**src/hw/bmmsel_pkg.sv**
```systemverilog
// Constants, types and register layout for the boot mode and program map selector.
//
// Overview of operation
// - Security-state mode bit is loaded only at reset; later flash changes wait for reset.
// - At reset, security bit follows flash secured state, map bit follows boot pin.
// - Both bits 0: internal boot, 16-bit bus, secured, no external space, no debug.
// - Security 0 with map 1 is invalid; the device falls back to the 00 state.
// - Security 1 with map 0: internal boot, external interface uses 16 address lines.
// - Both bits 1: external boot, unsecured; width pin picks the external interface width; the external reset vectors are used only with the wide width.
// - Software may write the map bit: 0 internal map, 1 external map.
// - If security bit was 0 at reset, software map changes do not alter the map.
// - Software writes of the security bit change neither map nor real flash security.
// - External boot and width inputs are treated as fixed at 0 on this part.
// - Data flash is read by core read bus or secondary bus, one at a time.
// - Flash erase and program only via flash interface with core write-bus word writes.
// - Sizes: 64KB program flash, 8KB data flash, 4KB program RAM, 8KB data RAM, 8KB boot.
// - Internal boot starts at program address 0 and watchdog resets to address 2.
`default_nettype none
package bmmsel_pkg;

  // ****************************************
  // Register map
  // ****************************************
  localparam logic [7:0] OFS_OPMODE = 8'h00;
  localparam logic [7:0] OFS_STATUS = 8'h04;
  localparam logic [7:0] OFS_CONFIG = 8'h08;
  localparam logic [7:0] OFS_FLASHIF = 8'h0c;
  localparam int ADDR_W = 8;

  localparam int OPM_MAP_BIT = 0;
  localparam int OPM_SEC_BIT = 1;

  localparam int ST_CAP_MAP = 0;
  localparam int ST_CAP_SEC = 1;
  localparam int ST_EFF_MAP = 2;
  localparam int ST_SECURED = 3;
  localparam int ST_DBG_EN = 4;
  localparam int ST_EXT_ALLOWED = 5;
  localparam int ST_EXT_WIDE = 6;
  localparam int ST_EXTERNAL_BOOT_INPUT = 7;
  localparam int ST_INVALID = 8;

  localparam int FI_GNT_CORE = 0;
  localparam int FI_GNT_SEC = 1;
  localparam int FI_REJ_LSB = 8;
  localparam int REJ_W = 8;

  localparam logic [1:0] RESP_OKAY = 2'h0;
  localparam logic [1:0] RESP_SLVERR = 2'h2;
  localparam logic [31:0] OPMODE_RESET = 32'h0;

  // ****************************************
  // Memory sizes in kilobytes
  // ****************************************
  localparam logic [7:0] KB_PFLASH = 8'h40;
  localparam logic [7:0] KB_DFLASH = 8'h08;
  localparam logic [7:0] KB_PRAM = 8'h04;
  localparam logic [7:0] KB_DRAM = 8'h08;
  localparam logic [7:0] KB_BOOT = 8'h08;

  // ****************************************
  // Program space, word addresses
  // ****************************************
  localparam int PADDR_W = 21;
  localparam logic [20:0] VEC_INT_BOOT = 21'h000000;
  localparam logic [20:0] VEC_INT_WDOG = 21'h000002;
  localparam logic [20:0] VEC_EXTERNAL_BOOT_INPUT = 21'h020000;
  localparam logic [20:0] VEC_EXT_WDOG = 21'h020002;
  localparam logic [20:0] PM_LOW_FLASH_END = 21'h007fff;
  localparam logic [20:0] PM_LOW_EXT_END = 21'h00ffff;
  localparam logic [20:0] PM_HIGH_FLASH_LO = 21'h010000;
  localparam logic [20:0] PM_HIGH_FLASH_END = 21'h017fff;
  localparam logic [20:0] PM_XRAM_LO = 21'h018000;
  localparam logic [20:0] PM_XRAM_END = 21'h01ffff;
  localparam logic [20:0] PM_BOOT_LO = 21'h020000;
  localparam logic [20:0] PM_BOOT_END = 21'h020fff;
  localparam logic [20:0] PM_PRAM_LO = 21'h02f800;
  localparam logic [20:0] PM_PRAM_END = 21'h02ffff;
  localparam logic [20:0] PM_EXT_HI_LO = 21'h100000;

  typedef enum logic [2:0] {
    RGN_PFLASH,
    RGN_BOOT,
    RGN_PRAM,
    RGN_EXT,
    RGN_RSVD
  } bmm_region_e;

endpackage
`default_nettype wire

```
**src/hw/bmmsel_flash_rd_arb.sv**
```systemverilog
// Arbiter giving the data flash read port to one bus at a time.
`timescale 1ns/1ns
`default_nettype none
module bmmsel_flash_rd_arb
  import bmmsel_pkg::*;
(
  // Clock and reset
  input wire logic clk_in,
  input wire logic rst_in,
  // Requests, held high for the whole access
  input wire logic core_req_in,
  input wire logic sec_req_in,
  // Grants
  output logic core_gnt_out,
  output logic sec_gnt_out
);

  typedef enum logic [1:0] {
    ARB_IDLE,
    ARB_CORE,
    ARB_SEC
  } bmm_arb_e;

  bmm_arb_e state_ff;
  bmm_arb_e nxt_state;

  // A grant is kept until its owner drops the request, so a long access is never cut.
  always_comb
  begin
    nxt_state = state_ff;
    case (state_ff)
      ARB_IDLE:
      begin
        if (core_req_in)
          nxt_state = ARB_CORE;
        else if (sec_req_in)
          nxt_state = ARB_SEC;
      end
      ARB_CORE:
      begin
        if (!core_req_in)
          nxt_state = sec_req_in ? ARB_SEC : ARB_IDLE;
      end
      ARB_SEC:
      begin
        if (!sec_req_in)
          nxt_state = core_req_in ? ARB_CORE : ARB_IDLE;
      end
      default:
        nxt_state = ARB_IDLE;
    endcase
  end

  always_ff @(posedge clk_in)
  begin
    if (rst_in)
      state_ff <= ARB_IDLE;
    else
      state_ff <= nxt_state;
  end

  assign core_gnt_out = (state_ff == ARB_CORE);
  assign sec_gnt_out = (state_ff == ARB_SEC);

endmodule
`default_nettype wire

```
**src/hw/bmmsel_top.sv**
```systemverilog
// Boot mode capture, program map selection and flash access gating.
`timescale 1ns/1ns
`default_nettype none
module bmmsel_top
  import bmmsel_pkg::*;
#(
  parameter bit EXT_PINS_BONDED = 1'b0,
  parameter bit FULL_VARIANT = 1'b1
)
(
  // Clock and reset
  input wire logic CLOCK_IN,
  input wire logic RST_IN,
  // Boot straps and flash state
  input wire logic EXTERNAL_BOOT_PIN_IN,
  input wire logic EXT_MEM_WIDTH_PIN_IN,
  input wire logic FLASH_SECURED_IN,
  // Program address decode
  input wire logic [PADDR_W-1:0] PADDR_IN,
  output bmm_region_e PREGION_OUT,
  // Mode results
  output logic EFF_MAP_EXT_OUT,
  output logic BOOT_EXTERNAL_OUT,
  output logic EXT_ADDR_WIDE_OUT,
  output logic FLASH_SECURE_OUT,
  output logic EXT_PSPACE_EN_OUT,
  output logic DEBUG_PORT_EN_OUT,
  output logic [PADDR_W-1:0] RESET_VECTOR_OUT,
  output logic [PADDR_W-1:0] WDOG_VECTOR_OUT,
  // Data flash read paths
  input wire logic CORE_RD_REQ_IN,
  input wire logic SBUS_RD_REQ_IN,
  output logic CORE_RD_GNT_OUT,
  output logic SBUS_RD_GNT_OUT,
  // Flash erase and program requests
  input wire logic FIU_WR_REQ_IN,
  input wire logic FIU_WR_WORD_IN,
  input wire logic FIU_WR_CORE_IN,
  output logic FLASH_PGM_STB_OUT,
  // AXI4-Lite slave
  input wire logic [ADDR_W-1:0] S_AXI_AWADDR_IN,
  input wire logic S_AXI_AWVALID_IN,
  output logic S_AXI_AWREADY_OUT,
  input wire logic [31:0] S_AXI_WDATA_IN,
  input wire logic [3:0] S_AXI_WSTRB_IN,
  input wire logic S_AXI_WVALID_IN,
  output logic S_AXI_WREADY_OUT,
  output logic [1:0] S_AXI_BRESP_OUT,
  output logic S_AXI_BVALID_OUT,
  input wire logic S_AXI_BREADY_IN,
  input wire logic [ADDR_W-1:0] S_AXI_ARADDR_IN,
  input wire logic S_AXI_ARVALID_IN,
  output logic S_AXI_ARREADY_OUT,
  output logic [31:0] S_AXI_RDATA_OUT,
  output logic [1:0] S_AXI_RRESP_OUT,
  output logic S_AXI_RVALID_OUT,
  input wire logic S_AXI_RREADY_IN
);

  // ****************************************
  // Helpers
  // ****************************************
  function automatic logic in_range(input logic [PADDR_W-1:0] a, input logic [PADDR_W-1:0] lo,
                                    input logic [PADDR_W-1:0] hi);
    in_range = (a >= lo) && (a <= hi);
  endfunction

  function automatic logic is_mapped(input logic [ADDR_W-1:0] a);
    is_mapped = (a == OFS_OPMODE) || (a == OFS_STATUS) || (a == OFS_CONFIG) || (a == OFS_FLASHIF);
  endfunction

  // ****************************************
  // Strap synchronisers
  // ****************************************
  // Straps are sampled without reset so they are settled at the reset release edge.
  logic boot_s1_ff;
  logic boot_s2_ff;
  logic width_s1_ff;
  logic width_s2_ff;

  always_ff @(posedge CLOCK_IN)
  begin
    boot_s1_ff <= EXTERNAL_BOOT_PIN_IN;
    boot_s2_ff <= boot_s1_ff;
    width_s1_ff <= EXT_MEM_WIDTH_PIN_IN;
    width_s2_ff <= width_s1_ff;
  end

  // On this part the straps are not bonded out and read as 0.
  wire external_boot_input_v = EXT_PINS_BONDED & boot_s2_ff;
  wire ext_width_v = EXT_PINS_BONDED & width_s2_ff;

  // ****************************************
  // Mode capture at reset release
  // ****************************************
  logic rst_dly_ff;
  logic cap_sec_ff;
  logic cap_map_ff;
  logic cap_wide_ff;
  logic invalid_ff;

  wire capture = rst_dly_ff & ~RST_IN;
  wire sec_at_rst = ~FLASH_SECURED_IN;
  // Secured flash can never boot externally, so the map bit collapses to 0.
  wire map_at_rst = external_boot_input_v & sec_at_rst;

  always_ff @(posedge CLOCK_IN)
  begin
    if (RST_IN)
    begin
      rst_dly_ff <= 1'b1;
      cap_sec_ff <= 1'b0;
      cap_map_ff <= 1'b0;
      cap_wide_ff <= 1'b0;
      invalid_ff <= 1'b0;
    end
    else
    begin
      rst_dly_ff <= 1'b0;
      if (capture)
      begin
        cap_sec_ff <= sec_at_rst;
        cap_map_ff <= map_at_rst;
        cap_wide_ff <= map_at_rst & ext_width_v;
        invalid_ff <= external_boot_input_v & ~sec_at_rst;
      end
    end
  end

  // ****************************************
  // Operating mode register
  // ****************************************
  logic opm_map_ff;
  logic opm_sec_ff;

  // Write channel holding registers.
  logic aw_got_ff;
  logic w_got_ff;
  logic [ADDR_W-1:0] aw_addr_ff;
  logic [31:0] w_data_ff;
  logic [3:0] w_strb_ff;
  logic bvalid_ff;
  logic [1:0] bresp_ff;

  wire aw_hs = S_AXI_AWVALID_IN & S_AXI_AWREADY_OUT;
  wire w_hs = S_AXI_WVALID_IN & S_AXI_WREADY_OUT;
  wire wr_fire = aw_got_ff & w_got_ff & ~bvalid_ff;
  wire wr_opm = wr_fire & (aw_addr_ff == OFS_OPMODE) & w_strb_ff[0];

  // The captured values are loaded at release, after that only software changes them.
  always_ff @(posedge CLOCK_IN)
  begin
    if (RST_IN)
    begin
      opm_map_ff <= OPMODE_RESET[OPM_MAP_BIT];
      opm_sec_ff <= OPMODE_RESET[OPM_SEC_BIT];
    end
    else if (capture)
    begin
      opm_map_ff <= map_at_rst;
      opm_sec_ff <= sec_at_rst;
    end
    else if (wr_opm)
    begin
      opm_map_ff <= w_data_ff[OPM_MAP_BIT];
      opm_sec_ff <= w_data_ff[OPM_SEC_BIT];
    end
  end

  // ****************************************
  // Mode decode
  // ****************************************
  // The security bit in the register is only a scratch copy; real security uses the capture.
  wire eff_map = cap_sec_ff & opm_map_ff;
  wire secured = ~cap_sec_ff;
  wire ext_allowed = cap_sec_ff;
  wire boot_ext = cap_map_ff;
  wire wide = cap_wide_ff;

  assign EFF_MAP_EXT_OUT = eff_map;
  assign BOOT_EXTERNAL_OUT = boot_ext;
  assign EXT_ADDR_WIDE_OUT = wide;
  assign FLASH_SECURE_OUT = secured;
  assign EXT_PSPACE_EN_OUT = ext_allowed;
  assign DEBUG_PORT_EN_OUT = ~secured;
  assign RESET_VECTOR_OUT = (boot_ext & wide) ? VEC_EXTERNAL_BOOT_INPUT : VEC_INT_BOOT;
  assign WDOG_VECTOR_OUT = (boot_ext & wide) ? VEC_EXT_WDOG : VEC_INT_WDOG;

  // ****************************************
  // Program space decode
  // ****************************************
  wire a_lo_flash = in_range(PADDR_IN, VEC_INT_BOOT, PM_LOW_FLASH_END);
  wire a_lo_ext = in_range(PADDR_IN, VEC_INT_BOOT, PM_LOW_EXT_END);
  wire a_hi_flash = in_range(PADDR_IN, PM_HIGH_FLASH_LO, PM_HIGH_FLASH_END);
  wire a_xram = in_range(PADDR_IN, PM_XRAM_LO, PM_XRAM_END);
  wire a_boot = in_range(PADDR_IN, PM_BOOT_LO, PM_BOOT_END);
  wire a_pram = in_range(PADDR_IN, PM_PRAM_LO, PM_PRAM_END) & FULL_VARIANT;
  wire a_ext_hi = (PADDR_IN >= PM_EXT_HI_LO);
  // External regions turn into holes while external space is forbidden.
  wire a_ext = ext_allowed & (a_ext_hi | (eff_map ? a_lo_ext : a_xram));
  wire a_flash = eff_map ? a_hi_flash : a_lo_flash;

  assign PREGION_OUT = a_flash ? RGN_PFLASH :
                       a_boot ? RGN_BOOT :
                       a_pram ? RGN_PRAM :
                       a_ext ? RGN_EXT : RGN_RSVD;

  // ****************************************
  // Flash access paths
  // ****************************************
  logic pgm_stb_ff;
  logic [REJ_W-1:0] rej_cnt_ff;

  bmmsel_flash_rd_arb bmmsel_flash_rd_arb_i (
    .clk_in(CLOCK_IN),
    .rst_in(RST_IN),
    .core_req_in(CORE_RD_REQ_IN & FULL_VARIANT),
    .sec_req_in(SBUS_RD_REQ_IN & FULL_VARIANT),
    .core_gnt_out(CORE_RD_GNT_OUT),
    .sec_gnt_out(SBUS_RD_GNT_OUT)
  );

  wire pgm_ok = FIU_WR_REQ_IN & FIU_WR_WORD_IN & FIU_WR_CORE_IN;
  wire pgm_bad = FIU_WR_REQ_IN & ~pgm_ok;
  wire rej_full = &rej_cnt_ff;

  // The reject counter saturates so software never sees a wrap to zero.
  always_ff @(posedge CLOCK_IN)
  begin
    if (RST_IN)
    begin
      pgm_stb_ff <= 1'b0;
      rej_cnt_ff <= '0;
    end
    else
    begin
      pgm_stb_ff <= pgm_ok;
      if (pgm_bad & ~rej_full)
        rej_cnt_ff <= rej_cnt_ff + 1'b1;
    end
  end

  assign FLASH_PGM_STB_OUT = pgm_stb_ff;

  // ****************************************
  // Register read data
  // ****************************************
  wire [31:0] rd_opm = {30'h0, opm_sec_ff, opm_map_ff};
  wire [31:0] rd_status = {23'h0, invalid_ff, boot_ext, wide, ext_allowed, ~secured,
                           secured, eff_map, cap_sec_ff, cap_map_ff};
  wire [7:0] kb_df = FULL_VARIANT ? KB_DFLASH : 8'h00;
  wire [7:0] kb_pr = FULL_VARIANT ? KB_PRAM : 8'h00;
  wire [31:0] rd_config = {kb_pr, kb_df, KB_BOOT, KB_PFLASH};
  wire [31:0] rd_flashif = {{(32-REJ_W-FI_REJ_LSB){1'b0}}, rej_cnt_ff, 6'h0, SBUS_RD_GNT_OUT, CORE_RD_GNT_OUT};
  wire [ADDR_W-1:0] ra = S_AXI_ARADDR_IN;
  wire [31:0] rd_mux = (ra == OFS_OPMODE) ? rd_opm :
                       (ra == OFS_STATUS) ? rd_status :
                       (ra == OFS_CONFIG) ? {KB_DRAM, 24'h0} | rd_config :
                       (ra == OFS_FLASHIF) ? rd_flashif : 32'h0;

  // ****************************************
  // AXI4-Lite write channel
  // ****************************************
  assign S_AXI_AWREADY_OUT = ~aw_got_ff;
  assign S_AXI_WREADY_OUT = ~w_got_ff;

  always_ff @(posedge CLOCK_IN)
  begin
    if (RST_IN)
    begin
      aw_got_ff <= 1'b0;
      w_got_ff <= 1'b0;
      aw_addr_ff <= '0;
      w_data_ff <= '0;
      w_strb_ff <= '0;
      bvalid_ff <= 1'b0;
      bresp_ff <= RESP_OKAY;
    end
    else
    begin
      if (aw_hs)
      begin
        aw_got_ff <= 1'b1;
        aw_addr_ff <= S_AXI_AWADDR_IN;
      end
      if (w_hs)
      begin
        w_got_ff <= 1'b1;
        w_data_ff <= S_AXI_WDATA_IN;
        w_strb_ff <= S_AXI_WSTRB_IN;
      end
      if (wr_fire)
      begin
        bvalid_ff <= 1'b1;
        bresp_ff <= is_mapped(aw_addr_ff) ? RESP_OKAY : RESP_SLVERR;
      end
      else if (bvalid_ff & S_AXI_BREADY_IN)
      begin
        bvalid_ff <= 1'b0;
        aw_got_ff <= 1'b0;
        w_got_ff <= 1'b0;
      end
    end
  end

  assign S_AXI_BVALID_OUT = bvalid_ff;
  assign S_AXI_BRESP_OUT = bresp_ff;

  // ****************************************
  // AXI4-Lite read channel
  // ****************************************
  logic rvalid_ff;
  logic [31:0] rdata_ff;
  logic [1:0] rresp_ff;

  assign S_AXI_ARREADY_OUT = ~rvalid_ff;

  always_ff @(posedge CLOCK_IN)
  begin
    if (RST_IN)
    begin
      rvalid_ff <= 1'b0;
      rdata_ff <= '0;
      rresp_ff <= RESP_OKAY;
    end
    else if (S_AXI_ARVALID_IN & ~rvalid_ff)
    begin
      rvalid_ff <= 1'b1;
      rdata_ff <= rd_mux;
      rresp_ff <= is_mapped(ra) ? RESP_OKAY : RESP_SLVERR;
    end
    else if (rvalid_ff & S_AXI_RREADY_IN)
      rvalid_ff <= 1'b0;
  end

  assign S_AXI_RVALID_OUT = rvalid_ff;
  assign S_AXI_RDATA_OUT = rdata_ff;
  assign S_AXI_RRESP_OUT = rresp_ff;

endmodule
`default_nettype wire
```
**config.mk**
```make
export PLATFORM = sky130hd
export DESIGN_NAME = bmmsel_top
export DESIGN_NICKNAME = d
export VERILOG_FILES = /design/src/hw/bmmsel_pkg.sv /design/src/hw/bmmsel_flash_rd_arb.sv /design/src/hw/bmmsel_top.sv
export SDC_FILE = /design/constraint.sdc
export NUM_CORES = 1
export LEC_CHECK = 0
export BUFFER_PORTS_ARGS = -buffer_cell sky130_fd_sc_hd__buf_4
export CAP_MARGIN = 40
export CORE_UTILIZATION = 43
export CTS_CLUSTER_SIZE = 8
export DETAILED_ROUTE_END_ITERATION = 8
export PLACE_DENSITY = 0.86
export SLEW_MARGIN = 30
export SYNTH_ARGS = -nofsm -noshare
export SYNTH_HDL_FRONTEND = slang
export SYNTH_SLANG_ARGS = --single-unit
```
**constraint.sdc**
```tcl
create_clock -name CLOCK_IN -period 4.19 [get_ports CLOCK_IN]
set_input_delay 0.2095 -clock CLOCK_IN [delete_from_list [all_inputs] [get_ports CLOCK_IN]]
set_output_delay 0.2095 -clock CLOCK_IN [all_outputs]
set_load 0.005 [all_outputs]
```
* After elaboration in Yosys (flattened, before gate mapping)
Cells that the tools add are included.
Word-level totals: bits in writable memories 0, memories 0, output and inout port bits 95, memory bits (read-only) 0, latch bits 0, register bits 66
Operators by class: mux-type cells 32, reduce and logical (&&, ||, !) cells 21, multipliers 0, bitwise operators 26, eq/ne operators 11, magnitude comparators 12, add/sub/neg operators 1, div/mod/pow operators 0, shifts and indexed selects 0
Operators with widths (number):
- $mux 28 | 3
- $ge 21x17->1 const B | 2
- $ge 21x18->1 const B | 2
- $le 21x17->1 const B | 2
- $le 21x18->1 const B | 2
- $eq 8x4->1 const B | 4
- $ge 21x1->1 const B | 1
- $ge 21x21->1 const B | 1
- $le 21x15->1 const B | 1
- $le 21x16->1 const B | 1
- $and 1x1->1 | 16
- $eq 8x3->1 const B | 2
- $logic_not 8->1 | 2
- $mux 1 | 16
- $mux 16 | 1
- $mux 2 | 7
- $mux 3 | 4
- $not 1->1 | 9
- $add 8x1->8 const B | 1
- $reduce_and 8->1 | 1
- $logic_and 1x1->1 | 6
- $logic_or 1x1->1 | 6
- $pmux 2 s3 | 1
- $reduce_bool 2->1 | 3
- other kinds (8) | 9

* Depth between registers and ports, before layout
depth after elaboration 9, mapped depth 5, mapped depth without buffers 5

* Cells and area by module
A second synthesis with hierarchy kept.
Second synthesis, totals: cells, all modules 285, area, all modules 2457.4 um^2
Modules (own cells, without submodules):
- bmmsel_top | cells an instance 276, times used 1, area an instance 2366.0 um^2
- bmmsel_flash_rd_arb | cells an instance 9, times used 1, area an instance 91.3 um^2

* Worst setup path after synthesis
No wires, ideal clock.
path kind register to register, start point reg rej_cnt_ff[0], end point reg rej_cnt_ff[7], required time 4.119 ns, stages on the path, launching flop included 6, library setup time 0.071 ns, path buffers 0, slack 2.635 ns, arrival 1.484 ns, cell sequence dfxtp_1 -> ha_1 -> nand4_1 -> nand4_1 -> or4_1 -> a21oi_1
On the way: word-level cells in the longest chain between the ends 3, elaborated cells between the ends (all ways) 4
RTL lines:
- start: declaration | RTL line bmmsel_top.sv:212 | logic [REJ_W-1:0] rej_cnt_ff;
- start signal: assignment | RTL line bmmsel_top.sv:239 | rej_cnt_ff <= rej_cnt_ff + 1'b1;
- branches (longest 3 deep; another with $add 8x1->8)
Several ways; the timed one is not identified. A chain may end at the register's enable or synchronous reset.

* Worst setup path in the final report
start point reg rej_cnt_ff[0], end point reg rej_cnt_ff[1]
Same word-level chain as after synthesis.

==> impl_metrics.yaml <==
critical_path:
  crit_path_end_kind: "register"
  setup.worst_path.class: "register to register"
  worstRegToRegCells: 5
  r2r-end: "rej_cnt_ff[1]"
  rr_startpoint: "rej_cnt_ff[0]"
  r2r_slack_ns: 2.35
  cp_max_fo: 5
  critPathLaunchType: "register"
  worstPathRequired_ns: 4.37
  arrival_ns: 2.02
layout:
  nets: 438
  n_antenna_cell: 0
  mostFrequentLayoutCell: "buf_4"
  syn_to_final_growth_pct: 18.7
  num-fill-cells: 509
  final_area_um2: 2900
  drive_gt1_share_pct: 25.1
  layout_common_cells: "buf_4, conb_1, dfxtp_1, nor2_1, mux2i_1"
power:
  power_density_nw_per_um2: 296
  leakagePower_nw: 1.35
  p_sw_share_pct: 24.6
  power.internal_w: 0.000645
  pwr-share-comb_pct: 14.1
  p_seq_share_pct: 54.4
  netSwitchingPower_w: 0.000211
  peakVddDrop_mv: 0.216
  power_frac_clock_pct: 31.5
run:
  drv_cap: 0
die:
  initial_core_util_pct: 44.6
  ioPinCount: 183
  coreArea_um2: 5470
  fp.dieH_um: 77.3
  die-area_um2: 5980
  fp.dieW_um: 77.3
  rows: 27
placed_design:
  io_buffers: 76
  place_congestion: 0.759
  pre_cts_slack_ns: 2.37
  hpwl_um: 3690
  placed_cell_area_um2: 2800
hold_path:
  min_to: "aw_got_ff"
  holdPathStages: 2
  min_from: "S_AXI_AWVALID_IN"
  min_path_type: "primary input to register"
route:
  vias: 1981
  drt_iter0_markers: 54
  drcViolationCount: 0
  ant_nets: 0
  routed_wl_um: 4810
  dr.pass1.iters: 4
  wire_per_inst_um: 11.4
  via_per_inst: 4.69
grt:
  grt_use_total_pct: 16.2
  use_met2_pct: 29.6
  grt_pass1_wl_um: 7650
  met3_usage_pct: 4.05
  antenna_found_initial: 0
  busiest_layer: "met2"
  grt_max_degree: 42
  grt_pass1_vias: 1715
  globalRouteMet1Util_pct: 17.9
  grt.overflow.total: 0
clock_network:
  cts_buffer_depth: 2
  cts.sinks: 46
  cts_setup_buffers: 0
  clkTransAtPathRegs_ns: 0.08
  htreeDepth: 2
  cts_tree: "built"
  clk_root_buffer_cell: "clkbuf_8"
  cts_resized: 0
  worstSkewPairLatency_ns: 0.29
  numCtsBuffers: 5
  hold_buffers: 0
sta:
  fin_crit_sh_pct: 44.0
  slew-limit-headroom_pct: 51.0
  finalSetupTns_ns: 0
  rsz0062_at_grt: "no"
  fin_crit_ns: 1.84
  hold_violations: 0
  worst_slack_ns: 2.35
  report.final.slew_viol_count: 0
  fin_skew_ns: 0.0108
  fmax_mhz: 542
  setup_viol_count_final: 0
  worstMarginPinSlew_ns: 0.736
synth:
  syn_inst: 281
  netlist_area_um2: 2440
  yosysSeqAreaShare_pct: 37.7
  synth_flop_cell: "dfxtp_1"
  syn_avg_cell_area_um2: 8.68
  synth-seq-cells: 46
  synthDistinctLibCells: 44
  ys_async_sr_fraction_pct: 0
  synth_top_area_share_pct: 37.7
  synth-edff-count: 0
  ys_top_cells_by_area: "dfxtp_1, buf_4, mux2i_1, nor2_1, a21oi_1"
  post-synth-top-area-cell: "dfxtp_1"
  yosysWarnings: 0
run_status:
  outcome: "finished, final reports clean"
==> cell usage after synthesis (3+ instances only) <==
library cell / instances
clkbuf_1: 7
mux2i_1: 16
nand3_1: 5
dfxtp_1: 46
nand2b_1: 3
buf_4: 65
nand4_1: 4
or3_1: 3
xor2_1: 3
o21ai_0: 8
o21a_1: 6
a22oi_1: 7
a32oi_1: 4
inv_1: 8
nor3_1: 3
nand2_1: 8
nor2_1: 34
nor2b_1: 4
a21oi_1: 12
nand3b_1: 3
==> metal layers <==
layer	share of wire, %	up-vias
met5	0	-
met3	6.5	7
met4	1.2	0
met2	53	82
met1	40	918
li1	-	974
==> registers in the layout, summed over array words and instances, names as in the netlist, 2 cells and up <==
register,cells
w_data_ff,2
rej_cnt_ff,8
bmmsel_flash_rd_arb_i.state_ff,2
aw_addr_ff,8
S_AXI_RDATA_OUT,14
==> metrics by stage <==
| step | instances | utilization (%) | power [W] | hold WS (ns) |
|---|---|---|---|---|
| 2_1_floorplan | 339 | - | 0.000579 | 0.237 |
| 3_3_place_gp | 413 | 51.1 | 0.000591 | 0.413 |
| 3_5_place_dp | 413 | 51.1 | 0.000596 | 0.421 |
| 4_1_cts | 421 | 52.8 | 0.000865 | 0.106 |
| 5_1_grt | 422 | 52.9 | 0.000902 | 0.111 |
| 6_report | 422 | 52.9 | 0.000856 | 0.127 |
==> kinds of logic after synthesis <==
logic type	after synthesis	share of synthesized area [%]
adder cells (fa/ha/maj)	1	0.513
buffers and inverters	82	22.6
AND/OR/NAND/NOR	84	18.3
multiplexers	17	7.03
AO/OA/AOI/OAI	46	12.4
flip-flops	46	37.7
XOR/XNOR	3	1.08
other	2	0.308
==> worst max-delay path, stage by stage (launching register included) <==
cell     delay (ns)
dfxtp_1        0.43
ha_1           0.25
nand4_1        0.20
o21ai_0        0.55
mux2i_1        0.26
nor2_1         0.05
==> power by group through the flow <==
stage / clock, W / combinational (W) / sequential [W]
finish: 0.000270 / 0.000121 / 0.000466
detailed placement: 0 / 0.000120 / 0.000476
CTS: 0.000279 / 0.000120 / 0.000466
floorplan: 0 / 0.000106 / 0.000472
global route: 0.000298 / 0.000136 / 0.000469
global placement: 0 / 0.000116 / 0.000475
==> area by class of cell <==
type | instances | area, um^2 | area share [%]
Tap cell | 72 | 90.1 | 3.11
Clock buffer | 7 | 86.3 | 2.98
Timing Repair Buffer | 77 | 578 | 20.0
Inverter | 8 | 30.0 | 1.04
Clock inverter | 1 | 5.00 | 0.173
Multi-Input combinational cell | 211 | 1180 | 40.9
Sequential cell | 46 | 921 | 31.8
==> worst max-delay path by stage <==
stage                  startpoint            end  slack (ns)  cells past startpoint
finish              rej_cnt_ff[0]  rej_cnt_ff[1]        2.35                      5
global route        rej_cnt_ff[0]  rej_cnt_ff[1]        2.17                      5
floorplan           rej_cnt_ff[0]  rej_cnt_ff[7]        2.64                      5
CTS                 rej_cnt_ff[0]  rej_cnt_ff[1]        2.36                      5
detailed placement  rej_cnt_ff[0]  rej_cnt_ff[1]        2.37                      5
global placement    rej_cnt_ff[0]  rej_cnt_ff[1]        2.45                      5
(Power assumes the default switching activity.)
